## src/common/pgc_map.svh

```systemverilog
// Register offsets, field positions, reset values and timing counts
// Assumes inclusion by bare name from design files
`ifndef PGC_MAP_SVH
`define PGC_MAP_SVH
`define PGC_IDX_MAIN      2'h0
`define PGC_IDX_CALIB     2'h1
`define PGC_IDX_TIMING    2'h2
`define PGC_IDX_STATUS    2'h3
`define PGC_MAIN_RST      8'h00
`define PGC_CALIB_RST     8'h02
`define PGC_TIMING_RST    8'h0c
`define PGC_BIT_EN        0
`define PGC_BIT_LP        1
`define PGC_BIT_TM        7
`define PGC_BIT_SOFT_TRIGGER    5
`define PGC_BIT_BYPASS    5
`define PGC_STARTUP_CLKS  5'h10
`define PGC_CAL_OFFSET    2'h2
`endif

```

## src/common/pgc_pkg.sv

```systemverilog
// Types shared by the amplifier control logic
// Assumes no other package
`default_nettype none
package pgc_pkg;
  typedef enum logic [3:0] {
    PGC_OFF   = 4'h1,
    PGC_START = 4'h2,
    PGC_IDLE  = 4'h4,
    PGC_RUN   = 4'h8
  } pgc_state_t;
endpackage : pgc_pkg
`default_nettype wire

```

## src/rtl/pgc_top.sv

```systemverilog
// Amplifier control and status logic with an AXI4-Lite register slave
// Assumes trigger inputs from a foreign domain; one clock, aclk at 200 MHz
//
// The AXI4-Lite register port was left to the implementer.
`include "pgc_map.svh"
`default_nettype none
// Operation
// RULE1: Trigger mode bit chooses software trigger or hardware rising edge start.
// RULE2: Gain code splits into hold, differential and single-ended stage selects.
// RULE3: Overall gain is the product of the three stage gains, 1x to 32x.
// RULE4: Enable powers the amplifier; clear powers down and grounds output.
// RULE5: Power level bit selects low or high power; shared bias kept when any high.
// RULE6: Calibration mode 00 normal, 10 offset calibration, others reserved.
// RULE7: Software writes zero to the hold bypass bit.
// RULE8: Pump clock is oscillator divided by two to the divisor; reset 2.
// RULE9: Soft trigger write starts a conversion in software mode; reads zero.
// RULE10: Software sets gain stage clock count to at least one for soft triggers.
// RULE11: Gain stages are clocked count plus one times per conversion.
// RULE12: Clock divide field divides input clock by 1, 2, 4 or 8.
// RULE13: Running flag shows an active conversion, resynchronised to the bus.
// RULE14: Startup done reads one only when enabled and startup has finished.
// RULE15: Reset makes the amplifier inactive and restores all register defaults.
// RULE16: The block drives no interrupt request.
// RULE17: Runs in run and wait; in stop only when stop disable is set.
// RULE18: Clock supplier keeps clocks at or below 1 MHz in low power modes.
// RULE19: Software clears enable before partial power down.
// RULE20: Registers sit at consecutive words; bits above seven read zero.
// RULE21: After enable, sample ground for 16 amplifier clocks, then startup done.
// RULE22: Disabled passes triggers unchanged; enabled hardware mode issues new ones.
// RULE23: Each accepted trigger sets running, clocks the stages, triggers, clears.
module pgc_top
  import pgc_pkg::*;
(
  input  wire logic        aclk,
  input  wire logic        aresetn,
  input  wire logic [3:0]  s_axi_awaddr,
  input  wire logic        s_axi_awvalid,
  output logic             s_axi_awready,
  input  wire logic [31:0] s_axi_wdata,
  input  wire logic [3:0]  s_axi_wstrb,
  input  wire logic        s_axi_wvalid,
  output logic             s_axi_wready,
  output logic [1:0]       s_axi_bresp,
  output logic             s_axi_bvalid,
  input  wire logic        s_axi_bready,
  input  wire logic [3:0]  s_axi_araddr,
  input  wire logic        s_axi_arvalid,
  output logic             s_axi_arready,
  output logic [31:0]      s_axi_rdata,
  output logic [1:0]       s_axi_rresp,
  output logic             s_axi_rvalid,
  input  wire logic        s_axi_rready,
  input  wire logic        osc_clk_en,
  input  wire logic        stop_mode,
  input  wire logic        stop_disable,
  input  wire logic        other_amp_high_power,
  input  wire logic        hw_trigger_in,
  input  wire logic        hw_pretrigger_in,
  output logic             conv_trigger_out,
  output logic             conv_pretrigger_out,
  output logic             amp_enable,
  output logic             amp_high_power,
  output logic             shared_bias_on,
  output logic             output_grounded,
  output logic             sample_ground,
  output logic             hold_bypass,
  output logic             hold_gain_x2,
  output logic [1:0]       diff_gain_sel,
  output logic [1:0]       dse_gain_sel,
  output logic [5:0]       total_gain,
  output logic             pump_clk_en,
  output logic             amp_clk_en,
  output logic             stage_clk,
  output logic             irq
);

  ////////////////////////////////////////////////////////////////////////
  // Register bus
  logic [7:0] main_reg;
  logic [7:0] calib_reg;
  logic [4:0] timing_reg;
  logic       aw_held_reg;
  logic       w_held_reg;
  logic [1:0] aw_idx_reg;
  logic [7:0] wdata_reg;
  logic       wstrb0_reg;
  logic       soft_pulse_reg;
  logic       running_meta_reg;
  logic       running_sync_reg;
  logic       startup_done_reg;
  logic       do_write;
  logic       active;

  assign s_axi_awready = ~aw_held_reg & ~s_axi_bvalid;
  assign s_axi_wready  = ~w_held_reg & ~s_axi_bvalid;
  assign s_axi_bresp   = 2'h0;
  assign s_axi_rresp   = 2'h0;
  assign s_axi_arready = ~s_axi_rvalid;
  assign do_write      = aw_held_reg & w_held_reg;
  assign irq           = 1'b0; // [RULE16]

  // Address and data are taken in either order
  always_ff @(posedge aclk) begin
    if (!aresetn) begin
      aw_held_reg <= 1'b0;
      aw_idx_reg  <= 2'h0;
    end else if (s_axi_awvalid && s_axi_awready) begin
      aw_held_reg <= 1'b1;
      aw_idx_reg  <= s_axi_awaddr[3:2];
    end else if (do_write) begin
      aw_held_reg <= 1'b0;
    end
  end

  always_ff @(posedge aclk) begin
    if (!aresetn) begin
      w_held_reg <= 1'b0;
      wdata_reg  <= 8'h00;
      wstrb0_reg <= 1'b0;
    end else if (s_axi_wvalid && s_axi_wready) begin
      w_held_reg <= 1'b1;
      wdata_reg  <= s_axi_wdata[7:0];
      wstrb0_reg <= s_axi_wstrb[0];
    end else if (do_write) begin
      w_held_reg <= 1'b0;
    end
  end

  // Write response once both halves are held
  always_ff @(posedge aclk) begin
    if (!aresetn) begin
      s_axi_bvalid <= 1'b0;
    end else if (do_write) begin
      s_axi_bvalid <= 1'b1;
    end else if (s_axi_bready) begin
      s_axi_bvalid <= 1'b0;
    end
  end

  // Register stores; defaults restored by reset [RULE15]
  always_ff @(posedge aclk) begin
    if (!aresetn) begin
      main_reg   <= `PGC_MAIN_RST;
      calib_reg  <= `PGC_CALIB_RST;
      timing_reg <= 5'(`PGC_TIMING_RST);
    end else if (do_write && wstrb0_reg) begin
      unique case (aw_idx_reg)
        `PGC_IDX_MAIN:   main_reg   <= wdata_reg;
        `PGC_IDX_CALIB:  calib_reg  <= {2'h0, wdata_reg[5:0]};
        `PGC_IDX_TIMING: timing_reg <= wdata_reg[4:0];
        default: ;
      endcase
    end
  end

  // Soft trigger holds no state [RULE9]
  always_ff @(posedge aclk) begin
    if (!aresetn) begin
      soft_pulse_reg <= 1'b0;
    end else begin
      soft_pulse_reg <= do_write && wstrb0_reg && aw_idx_reg == `PGC_IDX_TIMING
                        && wdata_reg[`PGC_BIT_SOFT_TRIGGER] && main_reg[`PGC_BIT_TM];
    end
  end

  // Reads; upper bits zero [RULE20]
  always_ff @(posedge aclk) begin
    if (!aresetn) begin
      s_axi_rvalid <= 1'b0;
      s_axi_rdata  <= 32'h0000_0000;
    end else if (s_axi_arvalid && s_axi_arready) begin
      s_axi_rvalid <= 1'b1;
      unique case (s_axi_araddr[3:2])
        `PGC_IDX_MAIN:   s_axi_rdata <= {24'h000000, main_reg};
        `PGC_IDX_CALIB:  s_axi_rdata <= {24'h000000, calib_reg};
        `PGC_IDX_TIMING: s_axi_rdata <= {27'h0000000, timing_reg};
        `PGC_IDX_STATUS: s_axi_rdata <= {30'h00000000, running_sync_reg,
                                         startup_done_reg}; // [RULE13] [RULE14]
      endcase
    end else if (s_axi_rready) begin
      s_axi_rvalid <= 1'b0;
    end
  end

  ////////////////////////////////////////////////////////////////////////
  // Static controls
  assign active         = ~(stop_mode & ~stop_disable); // [RULE17]
  assign amp_enable     = main_reg[`PGC_BIT_EN] & active; // [RULE4]
  assign output_grounded = ~amp_enable; // [RULE4]
  assign amp_high_power = main_reg[`PGC_BIT_LP]; // [RULE5]
  assign shared_bias_on = (amp_enable & amp_high_power) | other_amp_high_power; // [RULE5]
  assign hold_bypass    = calib_reg[`PGC_BIT_BYPASS];
  assign hold_gain_x2   = main_reg[2]; // [RULE2]
  assign diff_gain_sel  = main_reg[4:3]; // [RULE2]
  assign dse_gain_sel   = main_reg[6:5]; // [RULE2]
  // Gain product [RULE3]
  assign total_gain = 6'({5'h00, hold_gain_x2} + 6'h01)
                      * 6'({4'h0, diff_gain_sel} + 6'h01)
                      * 6'({4'h0, dse_gain_sel} + 6'h01);

  ////////////////////////////////////////////////////////////////////////
  // Clock enables
  logic [6:0] pump_cnt_reg;
  logic [2:0] amp_clock_divide_cnt_reg;
  logic [2:0] amp_clock_divide_max;

  // Oscillator tick counter for the pump divider
  always_ff @(posedge aclk) begin
    if (!aresetn) begin
      pump_cnt_reg <= 7'h00;
    end else if (osc_clk_en) begin
      pump_cnt_reg <= pump_cnt_reg + 7'h01;
    end
  end
  // Divide oscillator by 2^divisor [RULE8]
  assign pump_clk_en = osc_clk_en & amp_enable
                       & ((pump_cnt_reg & 7'((8'h01 << calib_reg[2:0]) - 8'h01)) == 7'h00);

  function automatic logic [1:0] main_amp_clock_divide();
    return timing_reg[1:0];
  endfunction : main_amp_clock_divide
  assign amp_clock_divide_max = 3'((4'h1 << main_amp_clock_divide()) - 4'h1);

  // Amplifier clock divide 1/2/4/8 [RULE12]
  always_ff @(posedge aclk) begin
    if (!aresetn || !amp_enable) begin
      amp_clock_divide_cnt_reg <= 3'h0;
    end else if (amp_clock_divide_cnt_reg >= amp_clock_divide_max) begin
      amp_clock_divide_cnt_reg <= 3'h0;
    end else begin
      amp_clock_divide_cnt_reg <= amp_clock_divide_cnt_reg + 3'h1;
    end
  end
  assign amp_clk_en = amp_enable & (amp_clock_divide_cnt_reg >= amp_clock_divide_max);

  ////////////////////////////////////////////////////////////////////////
  // Trigger input synchronisers
  logic [2:0] trig_sync_reg;
  logic [2:0] pre_sync_reg;
  logic       trig_level_reg;
  logic       pre_level_reg;
  logic       trig_prev_reg;
  logic       hw_edge;

  // Trigger pin: level moves once stages two and three agree
  always_ff @(posedge aclk) begin
    if (!aresetn) begin
      trig_sync_reg  <= 3'h0;
      trig_level_reg <= 1'b0;
      trig_prev_reg  <= 1'b0;
    end else begin
      trig_sync_reg <= {trig_sync_reg[1:0], hw_trigger_in};
      if (trig_sync_reg[1] == trig_sync_reg[2]) begin
        trig_level_reg <= trig_sync_reg[2];
      end
      trig_prev_reg <= trig_level_reg;
    end
  end
  assign hw_edge = trig_level_reg & ~trig_prev_reg; // [RULE1]

  // Pretrigger pin: same filter as the trigger
  always_ff @(posedge aclk) begin
    if (!aresetn) begin
      pre_sync_reg  <= 3'h0;
      pre_level_reg <= 1'b0;
    end else begin
      pre_sync_reg <= {pre_sync_reg[1:0], hw_pretrigger_in};
      if (pre_sync_reg[1] == pre_sync_reg[2]) begin
        pre_level_reg <= pre_sync_reg[2];
      end
    end
  end

  ////////////////////////////////////////////////////////////////////////
  // Sequencer
  pgc_state_t state_reg;
  logic [4:0] start_cnt_reg;
  logic [2:0] gs_cnt_reg;
  logic       issue_reg;
  logic       start_req;

  // Start source select [RULE1]
  assign start_req = main_reg[`PGC_BIT_TM] ? soft_pulse_reg : hw_edge;

  // Sequencer held off while disabled or in reset
  always_ff @(posedge aclk) begin
    if (!aresetn || !amp_enable) begin // [RULE15]
      state_reg     <= PGC_OFF;
      start_cnt_reg <= 5'h00;
      gs_cnt_reg    <= 3'h0;
      issue_reg     <= 1'b0;
    end else begin
      issue_reg <= 1'b0;
      unique case (state_reg)
        PGC_OFF: begin
          state_reg     <= PGC_START;
          start_cnt_reg <= 5'h00;
        end
        PGC_START: begin
          if (amp_clk_en) begin
            if (start_cnt_reg == `PGC_STARTUP_CLKS - 5'h01) begin
              state_reg <= PGC_IDLE; // [RULE21]
            end
            start_cnt_reg <= start_cnt_reg + 5'h01;
          end
        end
        PGC_IDLE: begin
          if (start_req) begin
            state_reg  <= PGC_RUN; // [RULE23]
            gs_cnt_reg <= 3'h0;
          end
        end
        PGC_RUN: begin
          if (amp_clk_en) begin
            if (gs_cnt_reg == timing_reg[4:2]) begin // [RULE11]
              state_reg <= PGC_IDLE;
              issue_reg <= 1'b1; // [RULE23]
            end else begin
              gs_cnt_reg <= gs_cnt_reg + 3'h1;
            end
          end
        end
      endcase
    end
  end

  assign stage_clk     = (state_reg == PGC_RUN) & amp_clk_en; // [RULE11]
  assign sample_ground = (state_reg == PGC_START)
                         | (calib_reg[4:3] == `PGC_CAL_OFFSET); // [RULE6] [RULE21]

  // Running flag carried through two stages toward the bus side [RULE13]
  always_ff @(posedge aclk) begin
    if (!aresetn) begin
      running_meta_reg <= 1'b0;
      running_sync_reg <= 1'b0;
    end else begin
      running_meta_reg <= (state_reg == PGC_RUN);
      running_sync_reg <= running_meta_reg;
    end
  end

  // Startup done only while enabled and past the startup count [RULE14]
  always_ff @(posedge aclk) begin
    if (!aresetn) begin
      startup_done_reg <= 1'b0;
    end else begin
      startup_done_reg <= amp_enable & (state_reg == PGC_IDLE || state_reg == PGC_RUN);
    end
  end

  // Trigger routing toward the converter [RULE22]
  always_ff @(posedge aclk) begin
    if (!aresetn) begin
      conv_trigger_out <= 1'b0;
    end else if (!amp_enable) begin
      conv_trigger_out <= trig_level_reg;
    end else begin
      conv_trigger_out <= issue_reg;
    end
  end

  // Pretrigger passed through when disabled, reissued when enabled [RULE22]
  always_ff @(posedge aclk) begin
    if (!aresetn) begin
      conv_pretrigger_out <= 1'b0;
    end else if (!amp_enable) begin
      conv_pretrigger_out <= pre_level_reg;
    end else begin
      conv_pretrigger_out <= issue_reg;
    end
  end

endmodule : pgc_top
`default_nettype wire

```

## config.mk

```make
export PLATFORM = sky130hd
export DESIGN_NAME = pgc_top
export DESIGN_NICKNAME = d
export VERILOG_FILES = /design/src/common/pgc_pkg.sv /design/src/rtl/pgc_top.sv
export VERILOG_INCLUDE_DIRS = /design/src /design/src/common
export SDC_FILE = /design/constraint.sdc
export NUM_CORES = 1
export LEC_CHECK = 0
export BUFFER_PORTS_ARGS = -buffer_cell sky130_fd_sc_hd__buf_2
export CAP_MARGIN = 25
export CORE_UTILIZATION = 30
export DETAILED_ROUTE_END_ITERATION = 7
export PLACE_DENSITY_LB_ADDON = 0.15
export SETUP_SLACK_MARGIN = 0.5
export SKIP_CTS_REPAIR_TIMING = 1
export SLEW_MARGIN = 0
export SYNTH_ARGS = -nofsm -noshare
export SYNTH_HDL_FRONTEND = slang
export SYNTH_SLANG_ARGS = --single-unit
```

## constraint.sdc

```tcl
create_clock -name aclk -period 2.55 [get_ports aclk]
set_input_delay 0.1275 -clock aclk [delete_from_list [all_inputs] [get_ports aclk]]
set_output_delay 0.1275 -clock aclk [all_outputs]
set_load 0.005 [all_outputs]
```

Yosys cells after proc, flatten, opt, wreduce, memory -nomap -nowiden --
Cells that the tools add are included.
Storage, ports and cells: bits in registers 104, bits in latches 0, memory bits (writable) 0, ROM bits 0, input port bits 57, output and inout bits 64, logic and storage cells 139, memories 0
Operators by class: add/sub/neg operators 9, multiply operators 2, div/mod/pow operators 0, order comparisons 1, equality and inequality tests 20, shift operators 2, mux-type cells 24, bitwise gates (word level) 25, reductions and logical operators 28
Operator list (number):
- 32-bit case mux with 4 select lines | 1
- 4-bit 2-to-1 mux | 5
- 4-bit case mux with 4 select lines | 1
- 1-bit bitwise AND | 12
- 2-bit inequality test (second input constant) | 6
- 2-bit nonzero test | 6
- 1-bit 2-to-1 mux | 11
- 1-bit inverter | 10
- 5-bit case mux with 2 select lines | 1
- 3-bit 2-to-1 mux | 3
- 2-bit equality test (second input constant) | 4
- 2-bit AND reduction | 4
- 7-bit by 1-bit adder with 7-bit output (second input constant) | 1
- 7-bit bitwise AND | 1
- 1-bit logical AND | 7
- 7-bit zero test | 1
- 1-bit by 3-bit << shifter with 7-bit output (first input constant) | 1
- 7-bit by 1-bit subtractor with 7-bit output (second input constant) | 1
- 2-bit by 1-bit adder with 3-bit output (second input constant) | 2
- 3-bit by 1-bit adder with 3-bit output (second input constant) | 2
- 5-bit by 3-bit multiplier with 6-bit output | 1
- 3-bit case mux with 2 select lines | 1
- 5-bit by 1-bit adder with 5-bit output (second input constant) | 1
- 5-bit by 4-bit equality test with 1-bit output (second input constant) | 1
- other kinds (21) | 27

Longest topological paths before layout --
Gate-level depths: netlist (run 1).
depth after elaboration 7, depth in mapped cells 12, gate-level depth less buffers 12

Worst setup path before layout (run 1) --
OpenSTA, ideal clock, no wires.
kind reg-to-output, start reg main_reg[2], end out total_gain[5], arrival 2.701 ns, data required time 2.423 ns, path slack -0.279 ns, cell stages (with the launch flop) 12, path buffers 1, path through dfxtp_1 clkbuf_1 mux2_2 ha_1 nand2_1 fa_1 inv_1 ha_1 a21o_1 a21oi_1 xor2_1 xnor2_1
On the way: longest elaborated chain between the ends 3
Ends and longest elaborated chain:
- start, declared | RTL line pgc_top.sv:79 | logic [7:0] main_reg;
- start signal, assigned | RTL line pgc_top.sv:143 | main_reg <= `PGC_MAIN_RST;
- start signal, assigned | RTL line pgc_top.sv:148 | `PGC_IDX_MAIN: main_reg <= wdata_reg;
- 1-bit by 1-bit adder with 2-bit output | RTL line pgc_top.sv:197 | assign total_gain = 6'({5'h00, hold_gain_x2} + 6'h01)
- 2-bit by 3-bit multiplier with 5-bit output | RTL line pgc_top.sv:198 | * 6'({4'h0, diff_gain_sel} + 6'h01)
- 5-bit by 3-bit multiplier with 6-bit output | RTL line pgc_top.sv:199 | * 6'({4'h0, dse_gain_sel} + 6'h01);
- end, declared | RTL line pgc_top.sv:70 | output logic [5:0] total_gain,
Every way passes these cells.

Final worst setup path (run 1) --
start reg main_reg[3], end out total_gain[5]
On the way: longest elaborated chain between the ends 3
Ends and longest elaborated chain (RTL line):
- 2-bit by 1-bit adder with 3-bit output | pgc_top.sv:198
- 2-bit by 3-bit multiplier with 5-bit output | pgc_top.sv:198
- 5-bit by 3-bit multiplier with 6-bit output | pgc_top.sv:199
Every way passes these cells.

==> results.toml, run 1 <==
[grt]
antenna_found_initial = 0
grt-ovfl-total = 0
grt_start_max_net_pins = 65
grt_usage = 0.139
grt_pass1_wl_mm = 15.7
grt_pass1_vias = 3092

[setup_path]
critPathLaunchType = "flop"
worstSetupPathType = "reg2out"
required_ps = 2420
worstPathBufferInverterCount = 2
cpMaxStageDelayCell = "fa_1"
worst-path-max-fanout = 3
crit_top_cell = "ha_4"
path_cells = "ha_4 > mux2_4 > ha_4 > nand2_2 > fa_1 > inv_1 > ha_1 > a21o_1 > a21oi_2 > xor2_1 > xnor2_1 > buf_2"
worstPathArrival_ps = 2960
crit_family = "adder cells"
end_kind = "output pin"
critPathMaxStageDelay_ps = 430

[timing]
clock.fmax_ghz = 0.324
fin_ws_ps = -533
hold_viol = 0
hold-worst-slack_ps = 37.0
tns_ps = -1430
drv_slew = 0
rsz0062_at_grt = "true"
setup_viol = 3
fin_skew_ps = 8.26
final.period_utilization = 1.21
max_slew_margin = 0.535
tightest_slew_ps = 696
post-route-min-period_ps = 3080

[die]
die_w_um = 121
fp.dieH_um = 121
core_sq_mm = 0.0138
boundaryPins = 121
dieArea_sq_mm = 0.0146
start_util = 0.306
rows = 43

[cells_and_area]
drive_gt1_frac = 0.246
fillers = 1428
final_core_util = 0.376
antenna_cells = 0
fin_nets = 605
area_growth_pct = 22.8

[placement]
place_ws_ps = -197
place.gp.congestion = 0.826
io_buffers = 60
hpwl_mm = 6.86

[yosys]
yosys.area.top_type = "dfxtp_1"
avgSynthCellArea_sq_um = 9.19
yosysTopAreaCellShare = 0.378
synth-seq-cells = 80
syn_inst = 461
synth_edf_count = 0
synthFlopType = "dfxtp_1"
synth.top_cells.by_area = "dfxtp_1 (38%), mux2i_1 (6.6%), buf_4 (5.8%), nand2_1 (4.8%), ha_1 (4.7%)"
async_flop_share = 0
syn-cell-area_sq_mm = 0.00424
yosysSeqAreaShare = 0.378
yosys_warnings = 0
ys_types = 55

[cts]
cts-htree-levels = 3
cts_root_buf = "clkbuf_16"
clkTransAtPathRegs_ps = 60
clock_latency_ps = 340
cts_num_sinks = 80
cts_made_buffers = 9
clockBufferDepth = 2
cts_tree = "built"

[run]
cap_violations = 0

[run_status]
violations = "negative setup slack"
status = "finished, violations left"

[power_and_ir_drop]
power_mw = 2.97
power_per_cell_area_mw_per_mm2 = 570
leakage_nw = 2.22
peakVddDrop_mv = 0.389

[drt]
drc_errors = 0
vias_per_cell = 4.50
wl_mm = 9.48
drt_pre_antenna_iters = 4
route.antenna.remaining_nets = 0
drt_iter0_markers = 137
wire_per_inst_um = 13.3
vias = 3210

[hold_path]
hold_class = "in2reg"
-- final cells by class --
| class | instances | area, sq um | area share |
|---|---|---|---|
| Clock buffer | 10 | 229 | 0.0440 |
| Sequential cell | 80 | 1620 | 0.310 |
| Clock inverter | 6 | 115 | 0.0221 |
| Tap cell | 180 | 225 | 0.0433 |
| Timing Repair Buffer | 81 | 469 | 0.0902 |
| Multi-Input combinational cell | 336 | 2470 | 0.476 |
| Inverter | 20 | 75.1 | 0.0144 |
-- placed cells by master, fill, tap and decap left out, drive strengths merged, types with 8 or more instances in the layout --
cell	instances
xnor2	10
a21boi	21
nor2	17
buf	79
o21ai	10
dfxtp	80
mux2i	28
a21oi	8
and2	18
ha	16
inv	21
nand2	54
conb	31
clkbuf	10
nor2b	26
-- cell families (layout without fill, tap and decap cells) --
kind of cell               count (synthesis)  after routing  share of synthesized area
AOI/OAI and AO/OA                         68             68                      0.118
xor gates and xnor gates                  12             12                     0.0248
adders and majority gates                 20             20                     0.0662
buffers and inverters                     74            117                     0.0966
DFF                                       80             80                      0.378
muxes                                     35             35                     0.0910
other                                      2             31                    0.00177
and+or+nand+nor                          170            170                      0.223
-- stage by stage --
stage / instance area [sq um] / cells
2_1_floorplan: 4400 / 490
3_3_place_gp: 4690 / 689
3_5_place_dp: 4690 / 689
4_1_cts: 5040 / 705
5_1_grt: 5200 / 713
6_report: 5200 / 713
-- final timing paths --
| kind | startpoint | end | slack, ps | depth (start not counted) |
|---|---|---|---|---|
| max | main_reg[3] | total_gain[5] | -530 | 12 |
| min | s_axi_wstrb[0] | wstrb0_reg | 40 | 3 |
| max reg2reg | timing_reg[1] | start_cnt_reg[3] | 610 | 6 |
| min reg2reg | running_meta_reg | running_sync_reg | 440 | 1 |
-- worst reg2reg max path: cells and delay by family, from the launching register on --
kind	cells	cell delay (ps)
simple gates	3	830
compound gates	2	380
flops	1	350
fa+ha+maj	1	290
-- power by group --
group | switching (mW) | internal, mW | leakage [nW] | total, mW
clock | 0.534 | 0.964 | 0.164 | 1.50
sequential | 0.0271 | 1.28 | 0.652 | 1.30
combinational | 0.0885 | 0.0772 | 1.40 | 0.166
total | 0.650 | 2.32 | 2.22 | 2.97
-- cells in the mapped netlist (4+ instances only) --
master,n
o211ai_1,4
fa_1,4
nand2_1,54
a21oi_1,8
nand4_1,7
o21ai_0,10
a21boi_0,21
nor3b_1,6
dfxtp_1,80
nor3_1,6
nand3_1,5
xnor2_1,10
mux2i_1,28
clkbuf_1,20
o211a_1,4
buf_4,33
nor2b_1,26
or3_1,4
nor2_1,17
and3_1,6
inv_1,19
and2_1,18
nand2b_1,5
ha_1,16
-- layer usage --
metal	global-route usage	part of all wire	up-vias
met5	0	0	-
met4	0.0455	0.015	0
met3	0.0382	0.046	13
met2	0.207	0.43	85
met1	0.191	0.51	1462
li1	-	-	1650
Note: power is estimated with default switching activity, not from simulation.
==> run 2: changes to the inputs <==
- CORE_MARGIN: default -> 1.5
- TNS_END_PERCENT: default -> 30
==> results.toml, run 2 (same netlist as run 1, synthesis figures left out) <==
[drt]
wl_mm = 9.41
vias_per_cell = 4.61
drt_pre_antenna_iters = 4
drc_errors = 0
wire_per_inst_um = 13.4
wl_met2_mm = 4.18
wl_met1_mm = 4.69
drt_iter0_markers = 141
vias = 3248
route.antenna.remaining_nets = 0
top_layer_used = "met4"
route.met3.wl_um = 454

[cts]
cts-htree-levels = 3
clock_latency_ps = 340
clkTransAtPathRegs_ps = 60
clockBufferDepth = 2
cts_tree = "built"
cts_root_buf = "clkbuf_16"
cts_made_buffers = 9
cts_num_sinks = 80

[die]
dieArea_sq_mm = 0.0148
boundaryPins = 121
core_sq_mm = 0.0138
rows = 43
start_util = 0.306
fp.dieH_um = 122
die_w_um = 122

[cells_and_area]
regArea_sq_mm = 0.00161
most-common-layout-cells = "dfxtp_1 (75), buf_2 (60), nand2_1 (53), conb_1 (31), mux2i_1 (27)"
drive_gt1_frac = 0.235
fin_nets = 598
multi_input_area_sq_mm = 0.00244
area_growth_pct = 18.6
fillers = 1436
final_core_util = 0.363
antenna_cells = 0
layout_commonest_cell = "dfxtp_1"

[timing]
final.period_utilization = 1.21
hold_viol = 1
clock.fmax_ghz = 0.323
tightest_slew_ps = 718
max_slew_margin = 0.520
drv_slew = 0
post-route-min-period_ps = 3090
fin_skew_ps = 4.33
hold-worst-slack_ps = -4.24
fin_ws_ps = -543
setup_viol = 4
rsz0062_at_grt = "true"

[grt]
grt-ovfl-total = 0
grt_pass1_vias = 2993
grt_usage = 0.131
antenna_found_initial = 0
grt_pass1_wl_mm = 15.0
grt_start_max_net_pins = 46

[setup_path]
critPathLaunchType = "flop"
critPathMaxStageDelay_ps = 560
worstPathBufferInverterCount = 3
path_cells = "ha_4 > mux2_4 > ha_4 > nor2b_2 > fa_2 > ha_4 > inv_1 > fa_2 > inv_1 > buf_2"
cpMaxStageDelayCell = "fa_2"
crit_top_cell = "ha_4"
worstSetupPathType = "reg2out"
end_kind = "output pin"
worst-path-max-fanout = 3
worstPathArrival_ps = 2970
required_ps = 2420
crit_family = "adder cells"

[hold_path]
hold_class = "in2reg"

[power_and_ir_drop]
p_switching_uw = 603
p_sw_frac = 0.230
internal_power_mw = 2.02
leakage_nw = 2.15
power_per_cell_area_mw_per_mm2 = 522
peakVddDrop_mv = 0.295
power.share.clock = 0.442
p_comb_frac = 0.061
seq_power_share = 0.497

[run_status]
status = "finished, violations left"
violations = "negative hold slack, negative setup slack"

[placement]
io_buffers = 60
place.gp.congestion = 0.784
hpwl_mm = 6.97
place_ws_ps = -195

[run]
cap_violations = 0
==> run 2: cell types whose count changed in the layout (fill, tap and decap cells not counted), moves of 2 or more <==
cell       delta
inv_6         -2
buf_4         -6
bufinv_16     -3
clkinv_2      +3
==> run 2: layer usage <==
| layer | global-route usage | vias up |
|---|---|---|
| met5 | 0 | - |
| met2 | 0.203 | 77 |
| met3 | 0.0449 | 7 |
| met4 | 0.0316 | 0 |
| met1 | 0.175 | 1523 |
| li1 | - | 1641 |
==> run 2: area by class of cell <==
cell class / count / share of cell area
clock buffer: 10 / 0.0476
clock inverter: 4 / 0.00448
inverter: 20 / 0.0149
multi-input combinational: 336 / 0.486
sequential: 80 / 0.321
tap: 180 / 0.0448
timing repair buffer: 74 / 0.0812
==> run 2: worst reg2reg max path, cell delays in order (launching register included) <==
cell and delay, ps:
dfxtp_1 350, or2_2 280, ha_1 280, nor2b_2 50, o21a_4 250, or4_1 510
a31oi_1 130
==> run 2: path summary, 6_finish.rpt <==
kind	start	end	slack, ps	cells after the start
worst max-delay path	main_reg[4]	total_gain[3]	-540	10
worst min-delay path	hw_pretrigger_in	pre_sync_reg[0]	-4	2
worst max register to register	timing_reg[1]	start_cnt_reg[3]	630	6
worst min register to register	running_meta_reg	running_sync_reg	430	1
==> run 2: through the flow <==
step                      cell area (sq um)  hold slack [ps]  power, mW  instances  setup TNS (ps)
after floorplan                        4380              255       1.46        490            -386
after global placement                 4660              337       1.49        688            -353
after detailed placement               4660              337       1.49        688            -473
after CTS                              4930            -21.1       2.67        702           -1630
after global routing                   5020             3.65       2.74        704           -1950
final                                  5020            -4.24       2.62        704           -1580
==> run 2: power groups by stage <==
stage	Combinational [mW]	Sequential [mW]	Clock [mW]
2_1_floorplan	0.136	1.33	0
3_3_place_gp	0.155	1.33	0
3_5_place_dp	0.158	1.33	0
4_1_cts	0.158	1.30	1.20
5_1_grt	0.186	1.31	1.24
6_report	0.161	1.30	1.16
==> run 3: changes to the inputs <==
- ABC_AREA: default -> 1
==> results.toml, run 3 <==
[cts]
clkTransAtPathRegs_ps = 60
cts_root_buf = "clkbuf_16"
cts_made_buffers = 9
clock_latency_ps = 330
cts_tree = "built"
clockBufferDepth = 2
cts_num_sinks = 80
cts-htree-levels = 3

[power_and_ir_drop]
internal_power_mw = 2.14
p_comb_frac = 0.067
p_sw_frac = 0.230
leakage_nw = 2.22
seq_power_share = 0.471
power.share.clock = 0.461
power_per_cell_area_mw_per_mm2 = 574
peakVddDrop_mv = 0.429
p_switching_uw = 641
power_mw = 2.78

[timing]
final.period_utilization = 1.15
setup_viol = 3
hold-worst-slack_ps = -27.5
fin_skew_ps = 4.13
drv_slew = 0
max_slew_margin = 0.633
rsz0062_at_grt = "true"
tightest_slew_ps = 549
post-route-min-period_ps = 2930
hold_viol = 1
tns_ps = -1070
fin_ws_ps = -377
clock.fmax_ghz = 0.342

[grt]
grt-ovfl-total = 0
grt_start_max_net_pins = 40
grt_usage = 0.138
antenna_found_initial = 0
grt_pass1_vias = 3211
grt_pass1_wl_mm = 15.4

[yosys]
synth.top_cells.by_area = "dfxtp_1 (40%), nor2_1 (7.4%), buf_4 (6.2%), inv_1 (6.2%), nand2_1 (6.2%)"
synth-seq-cells = 80
syn-cell-area_sq_mm = 0.00402
yosysSeqAreaShare = 0.398
yosysTopAreaCellShare = 0.398
async_flop_share = 0
synthFlopType = "dfxtp_1"
avgSynthCellArea_sq_um = 7.53
syn_inst = 534
synth.most_common_cell = "dfxtp_1"
yosys_warnings = 0
ys_top_cells_by_count = "dfxtp_1 (80), nor2_1 (79), inv_1 (66), nand2_1 (66), o21ai_0 (42)"
synth_edf_count = 0
ys_types = 41
yosys.area.top_type = "dfxtp_1"

[setup_path]
required_ps = 2420
worstPathArrival_ps = 2800
worstSetupPathType = "reg2out"
path_cells = "ha_4 > nand2_1 > o21ai_1 > ha_1 > nand2_1 > fa_1 > inv_1 > ha_4 > a21oi_2 > nand2_1 > xnor2_2 > xor2_1 > buf_2"
worst-path-max-fanout = 3
cpMaxStageDelayCell = "fa_1"
critPathMaxStageDelay_ps = 530
critPathLaunchType = "flop"
end_kind = "output pin"
crit_top_cell = "nand2_1"
r2r_setup_slack_ps = 770

[die]
fp.dieH_um = 119
boundaryPins = 121
core_sq_mm = 0.0131
dieArea_sq_mm = 0.0141
rows = 42
die_w_um = 119
start_util = 0.306

[placement]
placedCellCount = 768
place.gp.congestion = 0.797
hpwl_mm = 6.94
placed_cell_area_sq_mm = 0.00445
io_buffers = 60
place_ws_ps = -168

[drt]
vias_per_cell = 4.36
drt_pre_antenna_iters = 4
wl_mm = 9.13
wire_per_inst_um = 11.6
vias = 3422
route.antenna.remaining_nets = 0
drt_iter0_markers = 163
drc_errors = 0

[cells_and_area]
fin_cells = 785
fin_area_sq_mm = 0.00485
antenna_cells = 0
fin_nets = 681
final_core_util = 0.369
layout_commonest_cell = "nor2_1"
drive_gt1_frac = 0.209
most-common-layout-cells = "nor2_1 (78), dfxtp_1 (75), nand2_1 (65), inv_1 (63), buf_2 (59)"
fillers = 1437
area_growth_pct = 20.6

[run_status]
status = "finished, violations left"
violations = "negative hold slack, negative setup slack"

[hold_path]
hold_class = "in2reg"

[run]
cap_violations = 0
==> run 3: cell count changes after synthesis, moves of 6 or more <==
cell and delta:
nand3_1 +26, nor2_1 +62, nor2b_1 -26, a21boi_0 -21, o21ai_0 +32, and2_1 -18, and3_1 -6, nand2_1 +12
a21oi_1 +24, clkbuf_1 -13, inv_1 +47, mux2i_1 -28
==> run 3: routing by layer <==
layer,wire (um),GRT usage
met3,492,0.0381
met4,131,0.0505
met5,0,0
met2,3990,0.210
met1,4520,0.185
==> run 3: power by group through the flow <==
stage,registers [mW],clock network [mW],logic (mW)
3_3_place_gp,1.34,0,0.180
2_1_floorplan,1.33,0,0.146
5_1_grt,1.32,1.38,0.216
6_report,1.31,1.28,0.188
4_1_cts,1.31,1.32,0.183
3_5_place_dp,1.34,0,0.182
==> run 3: worst paths after layout <==
path / startpoint / end / cells past startpoint
setup / recovery: main_reg[3] / total_gain[5] / 13
hold / removal: hw_trigger_in / trig_sync_reg[0] / 3
hold reg to reg: pre_sync_reg[0] / pre_sync_reg[1] / 2
setup reg to reg: timing_reg[0] / start_cnt_reg[1] / 11
==> run 3: cell families (layout without fill, tap and decap cells) <==
logic type,after synthesis,after routing,synth area share
AO/OA/AOI/OAI,99,99,0.142
XOR/XNOR,7,7,0.0153
adder cells (fa/ha/maj),20,20,0.0697
buffers and inverters,115,161,0.139
flip-flops,80,80,0.398
other,2,31,0.00187
AND/OR/NAND/NOR,211,211,0.233
==> run 3: layout make-up <==
type                       count  area [sq um]  share of cell area
tap                          176           220              0.0454
sequential                    80          1610               0.333
timing repair buffer          73           407              0.0838
clock inverter                 5          56.3              0.0116
inverter                      72           270              0.0557
multi-input combinational    368          2040               0.421
clock buffer                  11           243              0.0501
==> run 3: worst max-delay path, delay by kind of cell (launching register included) <==
family                   cells  cell delay (ps)
adder cells (fa/ha/maj)      4             1230
flip-flops                   1              330
XOR/XNOR                     2              290
AND/OR/NAND/NOR              3              230
AO/OA/AOI/OAI                2              190
buffers and inverters        2              190
